**config.mk**
```make
export PLATFORM = sky130hd
export DESIGN_NAME = line_addressed_set_selector
export DESIGN_NICKNAME = d
export VERILOG_FILES = /design/src/shared/set_sel_pkg.sv /design/src/rtl/line_addressed_set_selector.sv
export SDC_FILE = /design/constraint.sdc
export NUM_CORES = 1
export LEC_CHECK = 0
export ABC_AREA = 1
export BUFFER_PORTS_ARGS = -buffer_cell sky130_fd_sc_hd__buf_2
export CORE_MARGIN = 2
export CORE_UTILIZATION = 30
export DETAILED_ROUTE_END_ITERATION = 8
export PLACE_DENSITY_LB_ADDON = 0.1
export SYNTH_ARGS = -nofsm -noshare
export SYNTH_HDL_FRONTEND = slang
export SYNTH_SLANG_ARGS = --single-unit
```
**constraint.sdc**
```tcl
create_clock -name hclk -period 5.3 [get_ports hclk]
set_input_delay 0 -clock hclk [delete_from_list [all_inputs] [get_ports hclk]]
set_output_delay 0 -clock hclk [all_outputs]
set_load 0.005 [all_outputs]
```
**src/shared/set_sel_pkg.sv**
```systemverilog
// Register map, fields, reset values and codes for the set selector
package set_sel_pkg;
	// Byte offsets on the register bus
	localparam logic [7:0] OFF_CTRL = 8'h00;
	localparam logic [7:0] OFF_COUNT = 8'h04;
	localparam logic [7:0] OFF_PICK = 8'h08;
	localparam logic [7:0] OFF_LINE = 8'h0c;
	localparam logic [7:0] OFF_SLOT = 8'h10;
	localparam logic [7:0] OFF_STORE = 8'h14;
	localparam logic [7:0] OFF_ACTIVE = 8'h18;
	localparam logic [7:0] OFF_INVERT = 8'h1c;
	localparam logic [7:0] OFF_STATUS = 8'h20;
	// Control fields
	localparam int CTRL_ON_BIT = 0;
	localparam int CTRL_POL_LSB = 1;
	// Status fields
	localparam int ST_SET_LSB = 0;
	localparam int ST_WAIT_BIT = 2;
	localparam int ST_BUSY_BIT = 3;
	localparam int ST_RUN_BIT = 4;
	// Advance policy codes
	localparam logic [1:0] POLICY_OTHER = 2'h0;
	localparam logic [1:0] LINE_DRIVEN_CHOICE = 2'h2;
	// Set count limits
	localparam logic [2:0] COUNT_MIN = 3'h1;
	localparam logic [2:0] COUNT_TWO = 3'h2;
	localparam logic [2:0] COUNT_MAX = 3'h4;
	localparam int SLOT_MAX = 4;
	// Line codes for an address bit source
	localparam logic LINE_ONE = 1'b0;
	localparam logic LINE_TWO = 1'b1;
	// Reset values
	localparam logic [2:0] COUNT_RST = 3'h2;
	localparam logic [1:0] SRC_RST = 2'h2;
	localparam logic [1:0] INV_RST = 2'h0;
	// Bus codes
	localparam logic [2:0] HSIZE_WORD = 3'h2;
	localparam logic HRESP_OKAY = 1'b0;
endpackage

```
**src/rtl/line_addressed_set_selector.sv**
```systemverilog
// Line-addressed parameter set selector with AHB-Lite register slave
//
// The register addresses and the AHB-Lite register port are this design's own decisions.
`timescale 1ns/10ps
module line_addressed_set_selector #(
	parameter int PARAM_W = 32
) (
	// Clock, reset and enable
	input wire logic hclk,
	input wire logic hresetn,
	input wire logic ce,
	// AHB-Lite slave
	input wire logic hsel,
	input wire logic [31:0] haddr,
	input wire logic [1:0] htrans,
	input wire logic hwrite,
	input wire logic [2:0] hsize,
	input wire logic [31:0] hwdata,
	input wire logic hready,
	output logic hreadyout,
	output logic hresp,
	output logic [31:0] hrdata,
	// Input lines and frame timing
	input wire logic [1:0] line_in,
	input wire logic frame_trig,
	input wire logic frame_end,
	// Camera side results
	output logic [PARAM_W-1:0] active_params,
	output logic [1:0] set_in_use,
	output logic waiting_trig,
	output logic frame_busy,
	output logic seq_running
);

	// Bus state
	logic hreadyout_reg;
	logic [31:0] hrdata_reg;
	logic dp_wr_reg;
	logic rd_pend_reg;
	logic [7:0] dp_addr_reg;
	logic acc;
	logic [31:0] rd_mux;

	// Configuration
	logic sequencer_on;
	logic [1:0] set_advance_policy;
	logic [2:0] set_count;
	logic addr_bit_pick;
	logic [1:0] addr_bit_line;
	logic [1:0] invert_reg;
	logic [1:0] slot_pick;
	logic save_active_to_slot;

	// Parameter storage
	logic [PARAM_W-1:0] slots_reg [set_sel_pkg::SLOT_MAX];
	logic [PARAM_W-1:0] active_reg;
	logic [PARAM_W-1:0] saved_reg;
	logic [1:0] cur_set_reg;

	// Line synchroniser
	logic [1:0] ls1_reg;
	logic [1:0] ls2_reg;
	logic [1:0] ls3_reg;
	logic [1:0] line_st_reg;
	logic moving;

	// Frame and sequencer state
	logic busy_reg;
	logic live_reg;
	logic waiting_reg;
	logic waiting_c;
	logic trig_ok;
	logic use_seq;
	logic b0;
	logic b1;
	logic [1:0] dec_addr;
	logic addr_ok;
	logic seq_start;
	logic seq_stop;

	function automatic logic line_val(input logic [1:0] lv,
		input logic src, input logic [1:0] inv);
		line_val = lv[src] ^ inv[src];
	endfunction

	function automatic logic [2:0] clamp_count(input logic [31:0] v);
		if (v > 32'(set_sel_pkg::COUNT_MAX)) begin
			clamp_count = set_sel_pkg::COUNT_MAX;
		end else if (v < 32'(set_sel_pkg::COUNT_MIN)) begin
			clamp_count = set_sel_pkg::COUNT_MIN;
		end else begin
			clamp_count = v[2:0];
		end
	endfunction

	function automatic logic wr_go(input logic wr, input logic [7:0] a,
		input logic [7:0] off);
		wr_go = wr && (a == off);
	endfunction

	assign acc = hsel && htrans[1] && hready;

	// Reads take one wait state so a write just before is already seen
	always_ff @(posedge hclk or negedge hresetn) begin
		if (!hresetn) begin
			dp_wr_reg <= 1'b0;
			rd_pend_reg <= 1'b0;
			dp_addr_reg <= 8'h00;
			hreadyout_reg <= 1'b1;
			hrdata_reg <= 32'h0000_0000;
		end else if (ce) begin
			dp_wr_reg <= acc && hwrite && (hsize == set_sel_pkg::HSIZE_WORD);
			rd_pend_reg <= acc && !hwrite;
			hreadyout_reg <= !(acc && !hwrite);
			if (acc) begin
				dp_addr_reg <= haddr[7:0];
			end
			if (rd_pend_reg) begin
				hrdata_reg <= rd_mux;
			end
		end
	end

	always_comb begin
		rd_mux = 32'h0000_0000;
		unique case (dp_addr_reg)
			set_sel_pkg::OFF_CTRL: begin
				rd_mux[set_sel_pkg::CTRL_ON_BIT] = sequencer_on;
				rd_mux[set_sel_pkg::CTRL_POL_LSB +: 2] = set_advance_policy;
			end
			set_sel_pkg::OFF_COUNT: rd_mux[2:0] = set_count;
			set_sel_pkg::OFF_PICK: rd_mux[0] = addr_bit_pick;
			set_sel_pkg::OFF_LINE: rd_mux[0] = addr_bit_line[addr_bit_pick];
			set_sel_pkg::OFF_SLOT: rd_mux[1:0] = slot_pick;
			set_sel_pkg::OFF_ACTIVE: rd_mux = 32'(active_reg);
			set_sel_pkg::OFF_INVERT: rd_mux[1:0] = invert_reg;
			set_sel_pkg::OFF_STATUS: begin
				rd_mux[set_sel_pkg::ST_SET_LSB +: 2] = cur_set_reg;
				rd_mux[set_sel_pkg::ST_WAIT_BIT] = waiting_reg;
				rd_mux[set_sel_pkg::ST_BUSY_BIT] = busy_reg;
				rd_mux[set_sel_pkg::ST_RUN_BIT] = live_reg;
			end
			default: rd_mux = 32'h0000_0000;
		endcase
	end

	// Configuration writes
	always_ff @(posedge hclk or negedge hresetn) begin
		if (!hresetn) begin
			sequencer_on <= 1'b0;
			set_advance_policy <= set_sel_pkg::POLICY_OTHER;
			set_count <= set_sel_pkg::COUNT_RST;
			addr_bit_pick <= 1'b0;
			addr_bit_line <= set_sel_pkg::SRC_RST;
			invert_reg <= set_sel_pkg::INV_RST;
			slot_pick <= 2'h0;
		end else if (ce) begin
			if (wr_go(dp_wr_reg, dp_addr_reg, set_sel_pkg::OFF_CTRL)) begin
				sequencer_on <= hwdata[set_sel_pkg::CTRL_ON_BIT];
				set_advance_policy <= hwdata[set_sel_pkg::CTRL_POL_LSB +: 2];
			end
			if (wr_go(dp_wr_reg, dp_addr_reg, set_sel_pkg::OFF_COUNT)) begin
				set_count <= clamp_count(hwdata);
				if (clamp_count(hwdata) <= set_sel_pkg::COUNT_TWO) begin
					addr_bit_pick <= 1'b0;
				end
			end else if (wr_go(dp_wr_reg, dp_addr_reg,
				set_sel_pkg::OFF_PICK)) begin
				// Only bit 0 exists while two sets or fewer are in use
				addr_bit_pick <= (set_count > set_sel_pkg::COUNT_TWO) ?
					hwdata[0] : 1'b0;
			end
			if (wr_go(dp_wr_reg, dp_addr_reg, set_sel_pkg::OFF_LINE)) begin
				addr_bit_line[addr_bit_pick] <= hwdata[0];
			end
			if (wr_go(dp_wr_reg, dp_addr_reg, set_sel_pkg::OFF_INVERT)) begin
				invert_reg <= hwdata[1:0];
			end
			if (wr_go(dp_wr_reg, dp_addr_reg, set_sel_pkg::OFF_SLOT)) begin
				slot_pick <= hwdata[1:0];
			end
		end
	end

	assign save_active_to_slot =
		wr_go(dp_wr_reg, dp_addr_reg, set_sel_pkg::OFF_STORE);

	// Three-stage synchroniser; a change counts once stages two and three agree
	always_ff @(posedge hclk or negedge hresetn) begin
		if (!hresetn) begin
			ls1_reg <= 2'h0;
			ls2_reg <= 2'h0;
			ls3_reg <= 2'h0;
			line_st_reg <= 2'h0;
		end else if (ce) begin
			ls1_reg <= line_in;
			ls2_reg <= ls1_reg;
			ls3_reg <= ls2_reg;
			if (ls2_reg == ls3_reg) begin
				line_st_reg <= ls3_reg;
			end
		end
	end

	assign moving = (ls2_reg != ls3_reg) || (ls3_reg != line_st_reg);

	// Address decode; bit 1 only counts above two sets
	assign b0 = line_val(line_st_reg, addr_bit_line[0], invert_reg);
	assign b1 = (set_count > set_sel_pkg::COUNT_TWO) ?
		line_val(line_st_reg, addr_bit_line[1], invert_reg) : 1'b0;
	assign dec_addr = {b1, b0};
	// Addresses beyond the set count keep the current values
	assign addr_ok = {1'b0, dec_addr} < set_count;

	assign waiting_c = !busy_reg && !moving;
	assign trig_ok = frame_trig && waiting_c;
	assign use_seq = live_reg && sequencer_on &&
		(set_advance_policy == set_sel_pkg::LINE_DRIVEN_CHOICE);
	// Start and stop only between frames so no frame is cut short
	assign seq_start = !live_reg && sequencer_on && !busy_reg;
	assign seq_stop = live_reg && !sequencer_on && !busy_reg;

	always_ff @(posedge hclk or negedge hresetn) begin
		if (!hresetn) begin
			busy_reg <= 1'b0;
			waiting_reg <= 1'b0;
		end else if (ce) begin
			waiting_reg <= waiting_c;
			if (trig_ok) begin
				busy_reg <= 1'b1;
			end else if (frame_end) begin
				busy_reg <= 1'b0;
			end
		end
	end

	always_ff @(posedge hclk or negedge hresetn) begin
		if (!hresetn) begin
			live_reg <= 1'b0;
			saved_reg <= '0;
		end else if (ce) begin
			if (seq_start) begin
				live_reg <= 1'b1;
				saved_reg <= active_reg;
			end else if (seq_stop) begin
				live_reg <= 1'b0;
			end
		end
	end

	always_ff @(posedge hclk or negedge hresetn) begin
		if (!hresetn) begin
			active_reg <= '0;
			cur_set_reg <= 2'h0;
		end else if (ce) begin
			if (seq_stop) begin
				active_reg <= saved_reg;
			end else if (trig_ok && use_seq && addr_ok) begin
				active_reg <= slots_reg[dec_addr];
				cur_set_reg <= dec_addr;
			end else if (wr_go(dp_wr_reg, dp_addr_reg,
				set_sel_pkg::OFF_ACTIVE)) begin
				active_reg <= hwdata[PARAM_W-1:0];
			end
		end
	end

	// Storage is not reset; software fills slots before use
	always_ff @(posedge hclk) begin
		if (ce && save_active_to_slot) begin
			slots_reg[slot_pick] <= active_reg;
		end
	end

	assign hreadyout = hreadyout_reg;
	assign hresp = set_sel_pkg::HRESP_OKAY;
	assign hrdata = hrdata_reg;
	assign active_params = active_reg;
	assign set_in_use = cur_set_reg;
	assign waiting_trig = waiting_reg;
	assign frame_busy = busy_reg;
	assign seq_running = live_reg;
endmodule // line_addressed_set_selector

```
==> impl_metrics.tcl <==
set metrics [dict create \
    status "completed" \
    final_area_um2 14200 \
    ys_ff_latch 261 \
    cts_tree "built" \
    ant_nets 0 \
    drive_above_1_share_pct 17.0 \
    r2r-start "set_count[1]" \
    dpl_cell_area_um2 12700 \
    grt_max_degree 88 \
    power.share.sequential_pct 46.4 \
    vias 8714 \
    worst_slew_pin_slew_ns 1.01 \
    setup.worst_path.end_class "flop" \
    numPortBuffers 123 \
    maxCapViolations 0 \
    postRouteWirelength_um 31900 \
    rr_worst_depth 13 \
    comb_power_share_pct 12.6 \
    synth-edff-count 128 \
    core-area_um2 37800 \
    grt_usage_pct 16.1 \
    min_path_type "input port to flop" \
    synth.net_count 1298 \
    crit-reg2reg-capture "active_params[18]" \
    viasPerCell 4.54 \
    largest_register_ffs 128 \
    start_util_pct 30.6 \
    gp_congestion 0.788 \
    clock-sinks 261 \
    dieWidth_um 200 \
    ir_worst_vdd_uv 219 \
    cp_max_fo 37 \
    required_ns 5.73 \
    finalHoldViolCount 0 \
    grt_antenna_before_repair 0 \
    worstHoldStart "frame_trig" \
    grt.overflow.total 0 \
    synthTopCellsByArea "edfxtp_1 33%, dfrtp_1 28%, nand2_1 11%" \
    synth_common_cells "352 x nand2_1, 130 x dfrtp_1, 128 x edfxtp_1, 109 x inv_1, 109 x nand3_1" \
    yosys_warnings 0 \
    post_cts_resized 0 \
    h-tree-depth 1 \
    dp_hpwl_um 19300 \
    synth_top_area_share_pct 33.2 \
    ctsRootBufferMaster "clkbuf_16" \
    setup_viol 0 \
    clk_pin_slew_ns 0.06 \
    grt_pass1_vias 8907 \
    dieArea_um2 40100 \
    routedWlPerCell_um 16.6 \
    switching_share_pct 26.7 \
    syn_avg_cell_area_um2 9.50 \
    clockBufferDepth 3 \
    min_to "active_params[31]" \
    synth_area_um2 11600 \
    worst-setup-path-type "flop to flop" \
    clock_latency_ns 0.56 \
    p_leak_nw 6.40 \
    rows 71 \
    ys.flop_type "dfrtp_1" \
    synth_top_area_cell "edfxtp_1" \
    yosysMostFrequentCell "nand2_1" \
    dr.pass1.iters 5 \
    slew-limit-headroom_pct 32.1 \
    fin_skew_ns 0.0273 \
    power.share.clock_pct 41.0 \
    cts_buffers 30 \
    fmax_ghz 0.309 \
    regToRegSetupSlack_ns 2.07 \
    drc 0 \
    grt_setup_unrepaired "false" \
    fin_tns_setup_ns 0 \
    antenna_cells 0 \
    grt_pass1_wl_um 51500 \
    power_density_nw_per_um2 348 \
    die_h_um 200 \
    internal_power_mw 3.63 \
    synthCells 1218 \
    seq_area_frac_synth_pct 62.0 \
    nNetsFinal 1466 \
    critPathLaunchType "flop" \
    slew_viol_final 0 \
    whs_path_depth 7 \
    syn_to_final_growth_pct 23.0 \
    arrival_ns 3.66 \
    drt_iter0_drc 518 \
    pin_count 150 \
    fin_crit_sh_pct 61.0 \
    synthArstFlopShare_pct 51.0 \
    ys_types 40 \
    p_switching_mw 1.32 \
    period_needed_ns 3.23 \
]
[per-stage QoR]
stage,hold slack [ns],instances,util [%],power [mW],worst slack (ns)
3_3_place_gp,0.168,1806,33.5,2.94,2.06
3_5_place_dp,0.160,1806,33.5,2.94,2.04
5_1_grt,0.0548,1920,37.6,5.21,1.78
6_report,0.0359,1920,37.6,4.95,2.07
4_1_cts,0.00477,1920,37.6,5.04,2.00
2_1_floorplan,-0.296,1218,-,2.71,1.64
[cell type report]
cell class	count	area, µm²
Tap cell	511	639
Inverter	119	447
Timing Repair Buffer	196	1330
Multi-Input combinational cell	778	3680
Fill cell	3892	23600
Clock buffer	38	802
Sequential cell	261	7180
Clock inverter	17	149
[cell usage in the layout (no fill, tap or decap), types with 3 or more instances in the layout]
| cell type | Yosys | layout |
|---|---|---|
| o31ai_1 | 27 | 27 |
| inv_1 | 109 | 109 |
| nand3_1 | 109 | 108 |
| dfstp_2 | 3 | 3 |
| buf_4 | 4 | 13 |
| clkinv_2 | 0 | 5 |
| nand2_2 | 6 | 8 |
| nor2_2 | 3 | 3 |
| dfrtp_1 | 130 | 130 |
| clkinv_1 | 0 | 9 |
| o22ai_1 | 6 | 6 |
| nand4_1 | 4 | 4 |
| clkbuf_1 | 30 | 7 |
| nor3_2 | 1 | 3 |
| inv_2 | 10 | 10 |
| clkbuf_16 | 0 | 31 |
| a21oi_1 | 47 | 47 |
| nand2_1 | 352 | 350 |
| bufinv_16 | 0 | 3 |
| nand3_2 | 6 | 6 |
| nor2_1 | 71 | 69 |
| a21oi_2 | 21 | 21 |
| edfxtp_1 | 128 | 128 |
| o21ai_1 | 35 | 35 |
| nor2_4 | 2 | 4 |
| nor3_1 | 9 | 7 |
| dlygate4sd3_1 | 0 | 59 |
| o21ai_0 | 64 | 64 |
| buf_2 | 12 | 122 |
[per-layer routing]
layer / global-route usage (%) / wire length (µm)
met1: 22.1 / 15300
met2: 27.2 / 14900
met3: 2.25 / 1100
met4: 3.31 / 576
met5: 0 / 0
[power by group through the flow]
stage	Sequential [mW]	Combinational (mW)	Clock (mW)
4_1_cts	2.30	0.645	2.09
6_report	2.30	0.625	2.03
2_1_floorplan	2.31	0.401	0
3_5_place_dp	2.34	0.603	0
3_3_place_gp	2.34	0.600	0
5_1_grt	2.31	0.724	2.17
[logic make-up after synthesis]
group	Yosys count	synth area share (%)
flip-flops	261	62.0
buffers and inverters	179	6.52
AO/OA/AOI/OAI	204	10.3
multiplexers	1	0.0865
adder cells (fa/ha/maj)	1	0.108
XOR/XNOR	1	0.0757
other	1	0.0324
AND/OR/NAND/NOR	570	20.9
[worst max-delay path by stage]
stage / from / end / slack, ns / cells after the start
4_1_cts: set_count[1] / active_params[20] / 2.00 / 13
6_report: set_count[1] / active_params[18] / 2.07 / 13
2_1_floorplan: dp_addr_reg[7] / slots_reg[3][0] / 1.64 / 5
3_3_place_gp: set_count[1] / active_params[17] / 2.06 / 13
3_5_place_dp: set_count[1] / active_params[20] / 2.04 / 13
5_1_grt: set_count[1] / active_params[13] / 1.78 / 13
[what timing repair did]
action                                 4_1_cts  5_1_grt
buffers inserted                             0        0
endpoints found under the hold margin      149        0
hold buffers                                59        0
[worst max-delay path, stage by stage (launching register included)]
cell     delay [ns]
dfstp_2        0.51
inv_1          0.06
o21ai_1        0.34
nand2_1        0.09
nor2_1         0.15
ha_1           0.25
inv_1          0.05
nor2_1         0.05
a21oi_2        0.20
nand3_4        0.57
nand2_2        0.26
inv_2          0.32
nand2_1        0.15
nand2_1        0.06
(Power assumes the default switching activity.)
